[src/rtl/emrm_pkg.sv]
// package: register map, command fields and carrier types of the meter register front end
package emrm_pkg;

  // ---------------------------------------------
  // command byte fields
  // ---------------------------------------------
  localparam int CMD_ADDR_LSB = 0;
  localparam int CMD_ADDR_W = 6;
  localparam int CMD_RSVD_BIT = 6;
  localparam int CMD_WR_BIT = 7;

  // ---------------------------------------------
  // register addresses
  // ---------------------------------------------
  localparam logic [5:0] ADDR_RSVD = 6'h00;
  localparam logic [5:0] ADDR_ACT = 6'h01;
  localparam logic [5:0] ADDR_ACT_RC = 6'h02;
  localparam logic [5:0] ADDR_LACT = 6'h03;
  localparam logic [5:0] ADDR_APP = 6'h04;
  localparam logic [5:0] ADDR_APP_RC = 6'h05;
  localparam logic [5:0] ADDR_LAPP = 6'h06;
  localparam logic [5:0] ADDR_PERIOD = 6'h07;
  localparam logic [5:0] ADDR_TEMP = 6'h08;
  localparam logic [5:0] ADDR_WAVE = 6'h09;
  localparam logic [5:0] ADDR_OPCFG = 6'h0a;

  // ---------------------------------------------
  // widths and reset values
  // ---------------------------------------------
  localparam int ACC_W = 24;
  localparam int PERIOD_W = 15;
  localparam int TEMP_W = 8;
  localparam int WAVE_W = 24;
  localparam int OPCFG_W = 8;
  localparam int NUM_INPUTS = 6;
  localparam logic [7:0] OPCFG_RST = 8'h04;
  localparam logic [23:0] DATA_RST = 24'h000000;

  // ---------------------------------------------
  // formula, measure and sample select fields
  // ---------------------------------------------
  localparam int FORM_CONT_LSB = 3;
  localparam int FORM_ABS_BIT = 6;
  localparam int FORM_NEGB_BIT = 7;
  localparam int FORM_LINE_LSB = 0;
  localparam int MEAS_PH_LSB = 0;
  localparam int MEAS_EN_LSB = 4;
  localparam int WAVE_SRC_LSB = 0;

  // ---------------------------------------------
  // carrier types
  // ---------------------------------------------
  typedef struct packed {
    logic vld;
    logic [7:0] data;
  } emrm_byte_t;

  typedef enum logic [1:0] {ST_CMD, ST_WR, ST_RD} emrm_state_t;

  // bytes in the data phase for a register, msb byte first
  function automatic logic [1:0] emrm_nbytes(input logic [5:0] addr);
    logic [1:0] n;
    n = 2'h3;
    if (addr == ADDR_PERIOD) begin
      n = 2'h2;
    end else if (addr == ADDR_TEMP || addr == ADDR_OPCFG || addr == ADDR_RSVD || addr > ADDR_OPCFG) begin
      n = 2'h1;
    end
    return n;
  endfunction

endpackage

[src/rtl/emrm_pwr_sum.sv]
// module: combines three phase powers into one term by a formula select
`timescale 1ns/1ns
`default_nettype none
module emrm_pwr_sum #(
  parameter int PW = 16
) (
  input wire logic [2:0][PW-1:0] i_ph,
  input wire logic [2:0] i_en,
  input wire logic i_abs,
  input wire logic i_neg_b,
  output logic signed [PW+1:0] o_sum
);
  // ---------------------------------------------
  // per phase term
  // ---------------------------------------------
  logic [2:0][PW+1:0] term;

  genvar g;
  generate
    for (g = 0; g < 3; g++) begin : g_ph
      wire logic signed [PW+1:0] ext = {{2{i_ph[g][PW-1]}}, i_ph[g]};
      wire logic neg = (i_abs && ext[PW+1]) || (g == 1 && i_neg_b);
      // extended first so the most negative input negates cleanly
      assign term[g] = !i_en[g] ? '0 : (neg ? -ext : ext);
    end
  endgenerate

  // three terms of pw+2 bits cannot overflow pw+2 signed
  assign o_sum = signed'(term[0]) + signed'(term[1]) + signed'(term[2]);

endmodule
`default_nettype wire

[src/rtl/emrm_accum.sv]
// module: wrapping energy accumulator with a clear that never drops a same-cycle add
`timescale 1ns/1ns
`default_nettype none
module emrm_accum #(
  parameter int W = 24,
  parameter int IW = 18
) (
  input wire logic i_clk,
  input wire logic i_rst_b,
  input wire logic i_add,
  input wire logic signed [IW-1:0] i_val,
  input wire logic i_clr,
  output logic [W-1:0] o_acc
);
  logic [W-1:0] acc_q;
  logic [W-1:0] acc_d;
  logic [W-1:0] inc;

  assign inc = i_add ? {{(W-IW){i_val[IW-1]}}, i_val} : '0;
  // clear takes the old total away but keeps this cycle's add
  assign acc_d = (i_clr ? '0 : acc_q) + inc;
  assign o_acc = acc_q;

  always_ff @(posedge i_clk or negedge i_rst_b) begin
    if (!i_rst_b) begin
      acc_q <= '0;
    end else begin
      acc_q <= acc_d;
    end
  end

endmodule
`default_nettype wire

[src/rtl/emrm_regmap.sv]
// module: command decode, register map and read snapshot of the meter front end
`timescale 1ns/1ns
`default_nettype none
module emrm_regmap import emrm_pkg::*; #(
  parameter int PW = 16
) (
  input wire logic I_CLK_SYS,
  input wire logic I_RST_B,
  input wire emrm_byte_t I_RX,
  input wire logic I_TX_TAKE,
  input wire logic I_ABORT,
  input wire logic I_PWR_STB,
  input wire logic [2:0][PW-1:0] I_ACT_PWR,
  input wire logic [2:0][PW-1:0] I_APP_PWR,
  input wire logic I_HALF_CYC,
  input wire logic [15:0] I_HALF_CYCLE_COUNT,
  input wire logic [7:0] I_ACTIVE_FORMULA_SELECT,
  input wire logic [7:0] I_APPARENT_FORMULA_SELECT,
  input wire logic [7:0] I_MEASURE_CHANNEL_SELECT,
  input wire logic [7:0] I_SAMPLE_SOURCE_SELECT,
  input wire logic I_PERIOD_STB,
  input wire logic [2:0][PERIOD_W-1:0] I_PERIOD,
  input wire logic I_TEMP_STB,
  input wire logic [TEMP_W-1:0] I_TEMP,
  input wire logic I_WAVE_STB,
  input wire logic [NUM_INPUTS-1:0][WAVE_W-1:0] I_WAVE,
  output logic [7:0] O_RD_BYTE,
  output logic O_RD_VLD,
  output logic [7:0] O_OPERATING_CONFIG
);
  // ---------------------------------------------
  // command decode
  // ---------------------------------------------
  emrm_state_t state_q;
  emrm_state_t state_d;
  logic [5:0] addr_q;
  logic [1:0] cnt_q;
  logic [1:0] cnt_d;
  logic [23:0] shift_q;
  logic rd_vld_q;
  logic [7:0] cfg_q;

  wire logic [5:0] cmd_addr = I_RX.data[CMD_ADDR_LSB +: CMD_ADDR_W];
  wire logic cmd_wr = I_RX.data[CMD_WR_BIT];
  // bit 6 is not decoded at all, so a stray one cannot change the access
  wire logic cmd_take = state_q == ST_CMD && I_RX.vld;
  wire logic rd_start = cmd_take && !cmd_wr;
  wire logic wr_byte = state_q == ST_WR && I_RX.vld;
  wire logic wr_last = wr_byte && cnt_q == 2'h1;
  wire logic rd_take = state_q == ST_RD && I_TX_TAKE;
  wire logic rd_last = rd_take && cnt_q == 2'h1;
  // only the last, least significant byte can land in the 8-bit config
  wire logic cfg_wr = wr_last && addr_q == ADDR_OPCFG;
  wire logic clr_act = rd_start && !I_ABORT && cmd_addr == ADDR_ACT_RC;
  wire logic clr_app = rd_start && !I_ABORT && cmd_addr == ADDR_APP_RC;

  always_comb begin
    state_d = state_q;
    cnt_d = cnt_q;
    if (I_ABORT) begin
      state_d = ST_CMD;
    end else begin
      case (state_q)
        ST_CMD: begin
          if (cmd_take) begin
            state_d = cmd_wr ? ST_WR : ST_RD;
            cnt_d = emrm_nbytes(cmd_addr);
          end
        end
        ST_WR: begin
          if (wr_byte) begin
            cnt_d = cnt_q - 2'h1;
            state_d = wr_last ? ST_CMD : ST_WR;
          end
        end
        ST_RD: begin
          if (rd_take) begin
            cnt_d = cnt_q - 2'h1;
            state_d = rd_last ? ST_CMD : ST_RD;
          end
        end
        default: begin
          state_d = ST_CMD;
        end
      endcase
    end
  end

  // ---------------------------------------------
  // energy datapath
  // ---------------------------------------------
  logic signed [PW+1:0] act_cont;
  logic signed [PW+1:0] act_line;
  logic signed [PW+1:0] app_cont;
  logic signed [PW+1:0] app_line;
  logic [ACC_W-1:0] act_acc;
  logic [ACC_W-1:0] app_acc;
  logic [ACC_W-1:0] lact_acc;
  logic [ACC_W-1:0] lapp_acc;
  logic [ACC_W-1:0] lact_q;
  logic [ACC_W-1:0] lapp_q;
  logic [15:0] hc_cnt_q;

  wire logic [16:0] hc_next = {1'b0, hc_cnt_q} + 17'h00001;
  wire logic line_done = I_HALF_CYC && hc_next >= {1'b0, I_HALF_CYCLE_COUNT};

  emrm_pwr_sum #(.PW(PW)) u_act_cont (
    .i_ph(I_ACT_PWR),
    .i_en(I_ACTIVE_FORMULA_SELECT[FORM_CONT_LSB +: 3]),
    .i_abs(I_ACTIVE_FORMULA_SELECT[FORM_ABS_BIT]),
    .i_neg_b(I_ACTIVE_FORMULA_SELECT[FORM_NEGB_BIT]),
    .o_sum(act_cont)
  );
  emrm_pwr_sum #(.PW(PW)) u_act_line (
    .i_ph(I_ACT_PWR),
    .i_en(I_ACTIVE_FORMULA_SELECT[FORM_LINE_LSB +: 3]),
    .i_abs(1'b0),
    .i_neg_b(1'b0),
    .o_sum(act_line)
  );
  emrm_pwr_sum #(.PW(PW)) u_app_cont (
    .i_ph(I_APP_PWR),
    .i_en(I_APPARENT_FORMULA_SELECT[FORM_CONT_LSB +: 3]),
    .i_abs(I_APPARENT_FORMULA_SELECT[FORM_ABS_BIT]),
    .i_neg_b(I_APPARENT_FORMULA_SELECT[FORM_NEGB_BIT]),
    .o_sum(app_cont)
  );
  emrm_pwr_sum #(.PW(PW)) u_app_line (
    .i_ph(I_APP_PWR),
    .i_en(I_APPARENT_FORMULA_SELECT[FORM_LINE_LSB +: 3]),
    .i_abs(1'b0),
    .i_neg_b(1'b0),
    .o_sum(app_line)
  );

  emrm_accum #(.W(ACC_W), .IW(PW+2)) u_act_acc (
    .i_clk(I_CLK_SYS),
    .i_rst_b(I_RST_B),
    .i_add(I_PWR_STB),
    .i_val(act_cont),
    .i_clr(clr_act),
    .o_acc(act_acc)
  );
  emrm_accum #(.W(ACC_W), .IW(PW+2)) u_app_acc (
    .i_clk(I_CLK_SYS),
    .i_rst_b(I_RST_B),
    .i_add(I_PWR_STB),
    .i_val(app_cont),
    .i_clr(clr_app),
    .o_acc(app_acc)
  );
  emrm_accum #(.W(ACC_W), .IW(PW+2)) u_lact_acc (
    .i_clk(I_CLK_SYS),
    .i_rst_b(I_RST_B),
    .i_add(I_PWR_STB),
    .i_val(act_line),
    .i_clr(line_done),
    .o_acc(lact_acc)
  );
  emrm_accum #(.W(ACC_W), .IW(PW+2)) u_lapp_acc (
    .i_clk(I_CLK_SYS),
    .i_rst_b(I_RST_B),
    .i_add(I_PWR_STB),
    .i_val(app_line),
    .i_clr(line_done),
    .o_acc(lapp_acc)
  );

  // ---------------------------------------------
  // period, temperature and sample capture
  // ---------------------------------------------
  logic [PERIOD_W-1:0] period_q;
  logic [TEMP_W-1:0] temp_q;
  logic [WAVE_W-1:0] wave_q;

  wire logic [1:0] per_ph = I_MEASURE_CHANNEL_SELECT[MEAS_PH_LSB +: 2];
  wire logic [2:0] per_en = I_MEASURE_CHANNEL_SELECT[MEAS_EN_LSB +: 3];
  // phase code 3 selects nothing, so the period simply holds
  wire logic per_ok = per_ph != 2'h3 && per_en[per_ph];
  wire logic [2:0] wave_src = I_SAMPLE_SOURCE_SELECT[WAVE_SRC_LSB +: 3];
  wire logic wave_ok = wave_src < 3'(NUM_INPUTS);

  // ---------------------------------------------
  // read selection and snapshot alignment
  // ---------------------------------------------
  wire logic [23:0] rd_val =
    (cmd_addr == ADDR_ACT || cmd_addr == ADDR_ACT_RC) ? act_acc :
    (cmd_addr == ADDR_LACT) ? lact_q :
    (cmd_addr == ADDR_APP || cmd_addr == ADDR_APP_RC) ? app_acc :
    (cmd_addr == ADDR_LAPP) ? lapp_q :
    (cmd_addr == ADDR_PERIOD) ? {9'h000, period_q} :
    (cmd_addr == ADDR_TEMP) ? {16'h0000, temp_q} :
    (cmd_addr == ADDR_WAVE) ? wave_q :
    (cmd_addr == ADDR_OPCFG) ? {16'h0000, cfg_q} :
    24'h000000;
  wire logic [1:0] rd_n = emrm_nbytes(cmd_addr);
  // msb byte of the right-justified value moves to the top of the shifter
  wire logic [23:0] rd_aligned =
    (rd_n == 2'h3) ? rd_val :
    (rd_n == 2'h2) ? {rd_val[15:0], 8'h00} :
    {rd_val[7:0], 16'h0000};

  // ---------------------------------------------
  // registers
  // ---------------------------------------------
  always_ff @(posedge I_CLK_SYS or negedge I_RST_B) begin
    if (!I_RST_B) begin
      state_q <= ST_CMD;
      addr_q <= ADDR_RSVD;
      cnt_q <= 2'h0;
      shift_q <= DATA_RST;
      rd_vld_q <= 1'b0;
      cfg_q <= OPCFG_RST;
    end else begin
      state_q <= state_d;
      cnt_q <= cnt_d;
      if (cmd_take) begin
        addr_q <= cmd_addr;
      end
      // whole register frozen here; later updates cannot tear the read
      if (rd_start && !I_ABORT) begin
        shift_q <= rd_aligned;
      end else if (rd_take) begin
        shift_q <= {shift_q[15:0], 8'h00};
      end
      rd_vld_q <= (rd_start || (state_q == ST_RD && !rd_last)) && !I_ABORT;
      if (cfg_wr && !I_ABORT) begin
        cfg_q <= I_RX.data;
      end
    end
  end

  always_ff @(posedge I_CLK_SYS or negedge I_RST_B) begin
    if (!I_RST_B) begin
      hc_cnt_q <= 16'h0000;
      lact_q <= DATA_RST;
      lapp_q <= DATA_RST;
      period_q <= '0;
      temp_q <= '0;
      wave_q <= '0;
    end else begin
      if (I_HALF_CYC) begin
        hc_cnt_q <= line_done ? 16'h0000 : hc_next[15:0];
      end
      if (line_done) begin
        lact_q <= lact_acc;
        lapp_q <= lapp_acc;
      end
      if (I_PERIOD_STB && per_ok) begin
        period_q <= I_PERIOD[per_ph];
      end
      if (I_TEMP_STB) begin
        temp_q <= I_TEMP;
      end
      if (I_WAVE_STB && wave_ok) begin
        wave_q <= I_WAVE[wave_src];
      end
    end
  end

  assign O_RD_BYTE = shift_q[23:16];
  assign O_RD_VLD = rd_vld_q;
  assign O_OPERATING_CONFIG = cfg_q;
endmodule
`default_nettype wire

[config.mk]
export PLATFORM = sky130hd
export DESIGN_NAME = emrm_regmap
export DESIGN_NICKNAME = d
export VERILOG_FILES = /design/src/rtl/emrm_pkg.sv /design/src/rtl/emrm_pwr_sum.sv /design/src/rtl/emrm_accum.sv /design/src/rtl/emrm_regmap.sv
export SDC_FILE = /design/constraint.sdc
export NUM_CORES = 1
export LEC_CHECK = 0
export BUFFER_PORTS_ARGS = -buffer_cell sky130_fd_sc_hd__buf_2
export CAP_MARGIN = 15
export CORE_UTILIZATION = 40
export CTS_BUF_LIST = sky130_fd_sc_hd__clkbuf_16
export DETAILED_ROUTE_END_ITERATION = 8
export HOLD_SLACK_MARGIN = 0.15
export PLACE_DENSITY = 0.62
export REMOVE_ABC_BUFFERS = 1
export SYNTH_ARGS = -nofsm -noshare
export SYNTH_HDL_FRONTEND = slang
export SYNTH_HIERARCHICAL = 1
export SYNTH_SLANG_ARGS = --single-unit
[constraint.sdc]
create_clock -name I_CLK_SYS -period 6.4 [get_ports I_CLK_SYS]
set_input_delay 0 -clock I_CLK_SYS [delete_from_list [all_inputs] [get_ports I_CLK_SYS]]
set_output_delay 0 -clock I_CLK_SYS [all_outputs]
set_load 0.05 [all_outputs]
==> summary.md <==
| Metric | Value |
|---|---|
| Fraction of registers with async set/reset | `100%` |
| CP max stage delay | `0.44 ns` |
| Number of synthesized flops with an enable pin | `0` |
| Post-route cell area | `32800 um^2` |
| Synth unique cells | `105` |
| Final hold slack | `0.200 ns` |
| Prevailing post-synth register cell | `dfrtp_1` |
| Final setup fails | `0` |
| Crit path time final | `5.47 ns` |
| Placed Instances | `4493` |
| Area after DPL | `just over 30000 um^2` |
| Relative slew slack | `21.4%` |
| Share of layout cells above drive strength 1 | `~17%` |
| Register area | `6260 um^2` |
| Crit Path Max Fanout | `43` |
| Boundary Pins | `376` |
| #FFs+latches synth | `between 200 and 300` |
| Post-CTS resize count | `0` |
| Sequential cell area fraction in the yosys report | `a little under a quarter` |
| Cell repeated most along the worst path | `ha_1` |
| Type of the worst min-delay path | `in -> reg` |
| CTS Buf Count | `29` |
| Port Buffers | `367` |
| Number of max-cap violations | `0` |
| Grt total ovfl | `0` |
| Hold buffers post-CTS | `150` |
| Setup crit end kind | `register` |
| Clk slew on worst S/H paths | `0.06 ns` |
| Avg Inst Size Synth | `approximately 8.4 um^2` |
| Core region area | `68600 um^2` |
| Critical path startpoint category | `register` |
| Largest net degree at the start of global routing | `140` |
| Status | `complete, but fails checks` |
| Levels on crit path | `22` |
| Fin util | `47.8%` |
| Tightest Pin Transition | `1.18 ns` |
| Wirelength, routed | `between 80000 and 90000 um` |
| R2r setup slk | `0.93 ns` |
| Mean routed wirelength per cell | `18.9 um` |
| # DRC | `4` |
| Max Fclk | `183 MHz` |
| Initial antenna violation count | `5` |
| WP buf/inv | `2` |
| Skew final | `0.0242 ns` |
| Total leakage power | `0.0155 uW` |
| Final #Nets | `4368` |
| Critical path startpoint | `hc_cnt_q[0]` |
| # fillers | `6728` |
| Most common cell after layout, fill and taps aside | `buf_2` |
| Worst vdd ir | `0.251 mV` |
| CP arrival | `5.92 ns` |
| Failing checks | `DRC` |
| Fin. Hold Viols | `0` |
| First-pass GRT wire length | `138000 um` |
| Min-Delay Startpoint | `I_RX[6]` |
| RSZ-0062 raised after global routing | `false` |
| CTS sink count | `between 200 and 300` |
| CTS tree | `built` |
| Critical Path RT | `6.85 ns` |
| Slowest CP cell | `dfrtp_1` |
| # Post-CTS Setup Buffers | `0` |
| Die X-Extent | `between 200 and 300 um` |
| Syn-to-layout area delta | `18.2%` |
| Power Total | `9830 uW` |
| GPL Wtd Cong | `0.950` |
| Critical path endpoint | `u_lact_acc/o_acc[16]` |
| Longest Clk Path Bufs | `3` |
| Synth Instances | `about 3300` |
| CP Cell Sequence | `ha_1, nand2_1, nor2_2, and3_1, nand3_1, xnor2_1, ha_1, nand3_1, or2_2, o2111ai_1, nand2_2, inv_1, buf_12, nor2b_1, ha_1, fa_1, a21o_1, a221oi_2, o211ai_1, a41oi_2, o31ai_1, xor2_1` |
| Worst r2r dst | `u_lact_acc/o_acc[16]` |
| DR pass1 iterations | `9` |
| Initial DRC Count | `around 2100` |
| Post-DRT Antenna Nets | `0` |
| Layout Cells excl Fill | `4701` |
| Vias in the first global route | `24900` |
| Insertion delay to the later sink of the worst-skew pair | `roughly 0.59 ns` |
| Die Y | `265 um` |
| Fin crit share | `85.4%` |
| Post-DR vias/cell | `approximately 5.6` |
| Row count | `96` |
| Dpl hpwl | `68900 um` |
| Initial Utilization | `40.4%` |
| GR Util All Layers | `around a quarter` |
| Delay-heaviest family, CP | `compound AO/OA/AOI/OAI gates` |
| Via count | `~26000` |
| Cell area after synthesis | `roughly 28000 um^2` |
| R2r startpoint | `hc_cnt_q[0]` |
| Fin. max-slew vios | `0` |
| Root buffer cell | `clkbuf_16` |
| PD cells | `300 nW/um^2` |
| Multi-input gate area | `20100 um^2` |
| Crit path kind | `reg -> reg` |
| R2R depth | `22` |
| Die area | `70400 um^2` |
| H-Tree Depth | `1` |
| Most frequent cells in the layout | `buf_2 (366), nand2_1 (355), dfrtp_1 (249)` |
| Ys Warns | `6` |
==> tightest hold or removal path: stages <==
cell	delay, ns
dlygate4sd3_1	0.52
buf_2	0.10
mux2_2	0.13
==> synthesized netlist by cell type, types with 30 or more instances <==
master      n  share of area (%)
nand2_1   356                4.8
nand2b_1   34               0.77
o21ai_0   139                2.5
a31oi_1    35               0.79
nor2_1    215                2.9
o31ai_1    36               0.97
and3_1     38               0.86
o22ai_1    43               0.97
dfrtp_1   249                 22
a21oi_1   239                4.3
nor3_1     48               0.87
xor2_1    119                3.8
nor2b_1   121                2.7
ha_1      190                8.6
mux2_2     96                3.9
inv_1     233                3.2
clkbuf_1   98                1.3
a221oi_1   30               0.95
a21o_1     61                1.7
nand3_1    49               0.88
and2_1     96                2.2
xnor2_1   195                6.2
a211oi_1   36               0.97
fa_1       76                5.5
==> worst min-delay path by stage <==
stage	slack (ns)	to	cells after the start
6_report	0.20	O_OPERATING_CONFIG[6]	3
5_1_grt	0.20	O_OPERATING_CONFIG[6]	3
4_1_cts	0.18	O_OPERATING_CONFIG[6]	3
3_5_place_dp	0.15	O_OPERATING_CONFIG[6]	1
3_3_place_gp	0.15	O_OPERATING_CONFIG[6]	1
2_1_floorplan	-0.30	O_OPERATING_CONFIG[0]	0
==> through the flow <==
stage	TNS (ns)	worst slack [ns]
6_report	0	0.931
3_5_place_dp	0	0.707
5_1_grt	0	0.522
3_3_place_gp	0	0.761
2_1_floorplan	-5.51	-0.441
4_1_cts	0	0.919
==> area by class of cell <==
| type | count | area share, % |
|---|---|---|
| Inverter | 234 | 2.68 |
| Tap cell | 931 | 3.55 |
| Clock inverter | 25 | 0.595 |
| Sequential cell | 250 | 19.1 |
| Antenna cell | 4 | 0.0305 |
| Clock buffer | 29 | 2.21 |
| Timing Repair Buffer | 530 | 10.6 |
| Multi-Input combinational cell | 2698 | 61.2 |
==> power breakdown <==
part	total, uW	internal (uW)	leakage (uW)	switching (uW)
registers	2480	2070	0.00309	402
logic	5730	2480	0.0120	3250
clock network	1630	911	0.000456	719
==> cells by family after synthesis <==
kind of cell	after synthesis	share of synthesized area, %
compound gates	846	20.9
xor+xnor	314	9.92
fa+ha+maj	266	14.1
buf+inv	372	5.35
flops	250	22.6
mux	147	6.82
other cells	1	0.0135
simple gates	1107	20.4
==> sequential cells by signal, indices dropped and copies added (netlist names) <==
signal	count
cnt_q	2
temp_q	8
lact_q	24
wave_q	24
u_lact_acc/o_acc	24
hc_cnt_q	16
u_lapp_acc/o_acc	24
period_q	15
addr_q	6
shift_q	24
u_app_acc/o_acc	24
O_OPERATING_CONFIG	8
u_act_acc/o_acc	24
state_q	2
lapp_q	24
O_RD_VLD	1
==> routing by layer <==
metal,part of all wire [%],global-route usage (%)
met4,3.6,8.92
met1,43,32.4
met5,0,0
met2,46,41.1
met3,6.6,3.05
No activity file was read; power rests on OpenSTA's default activity.
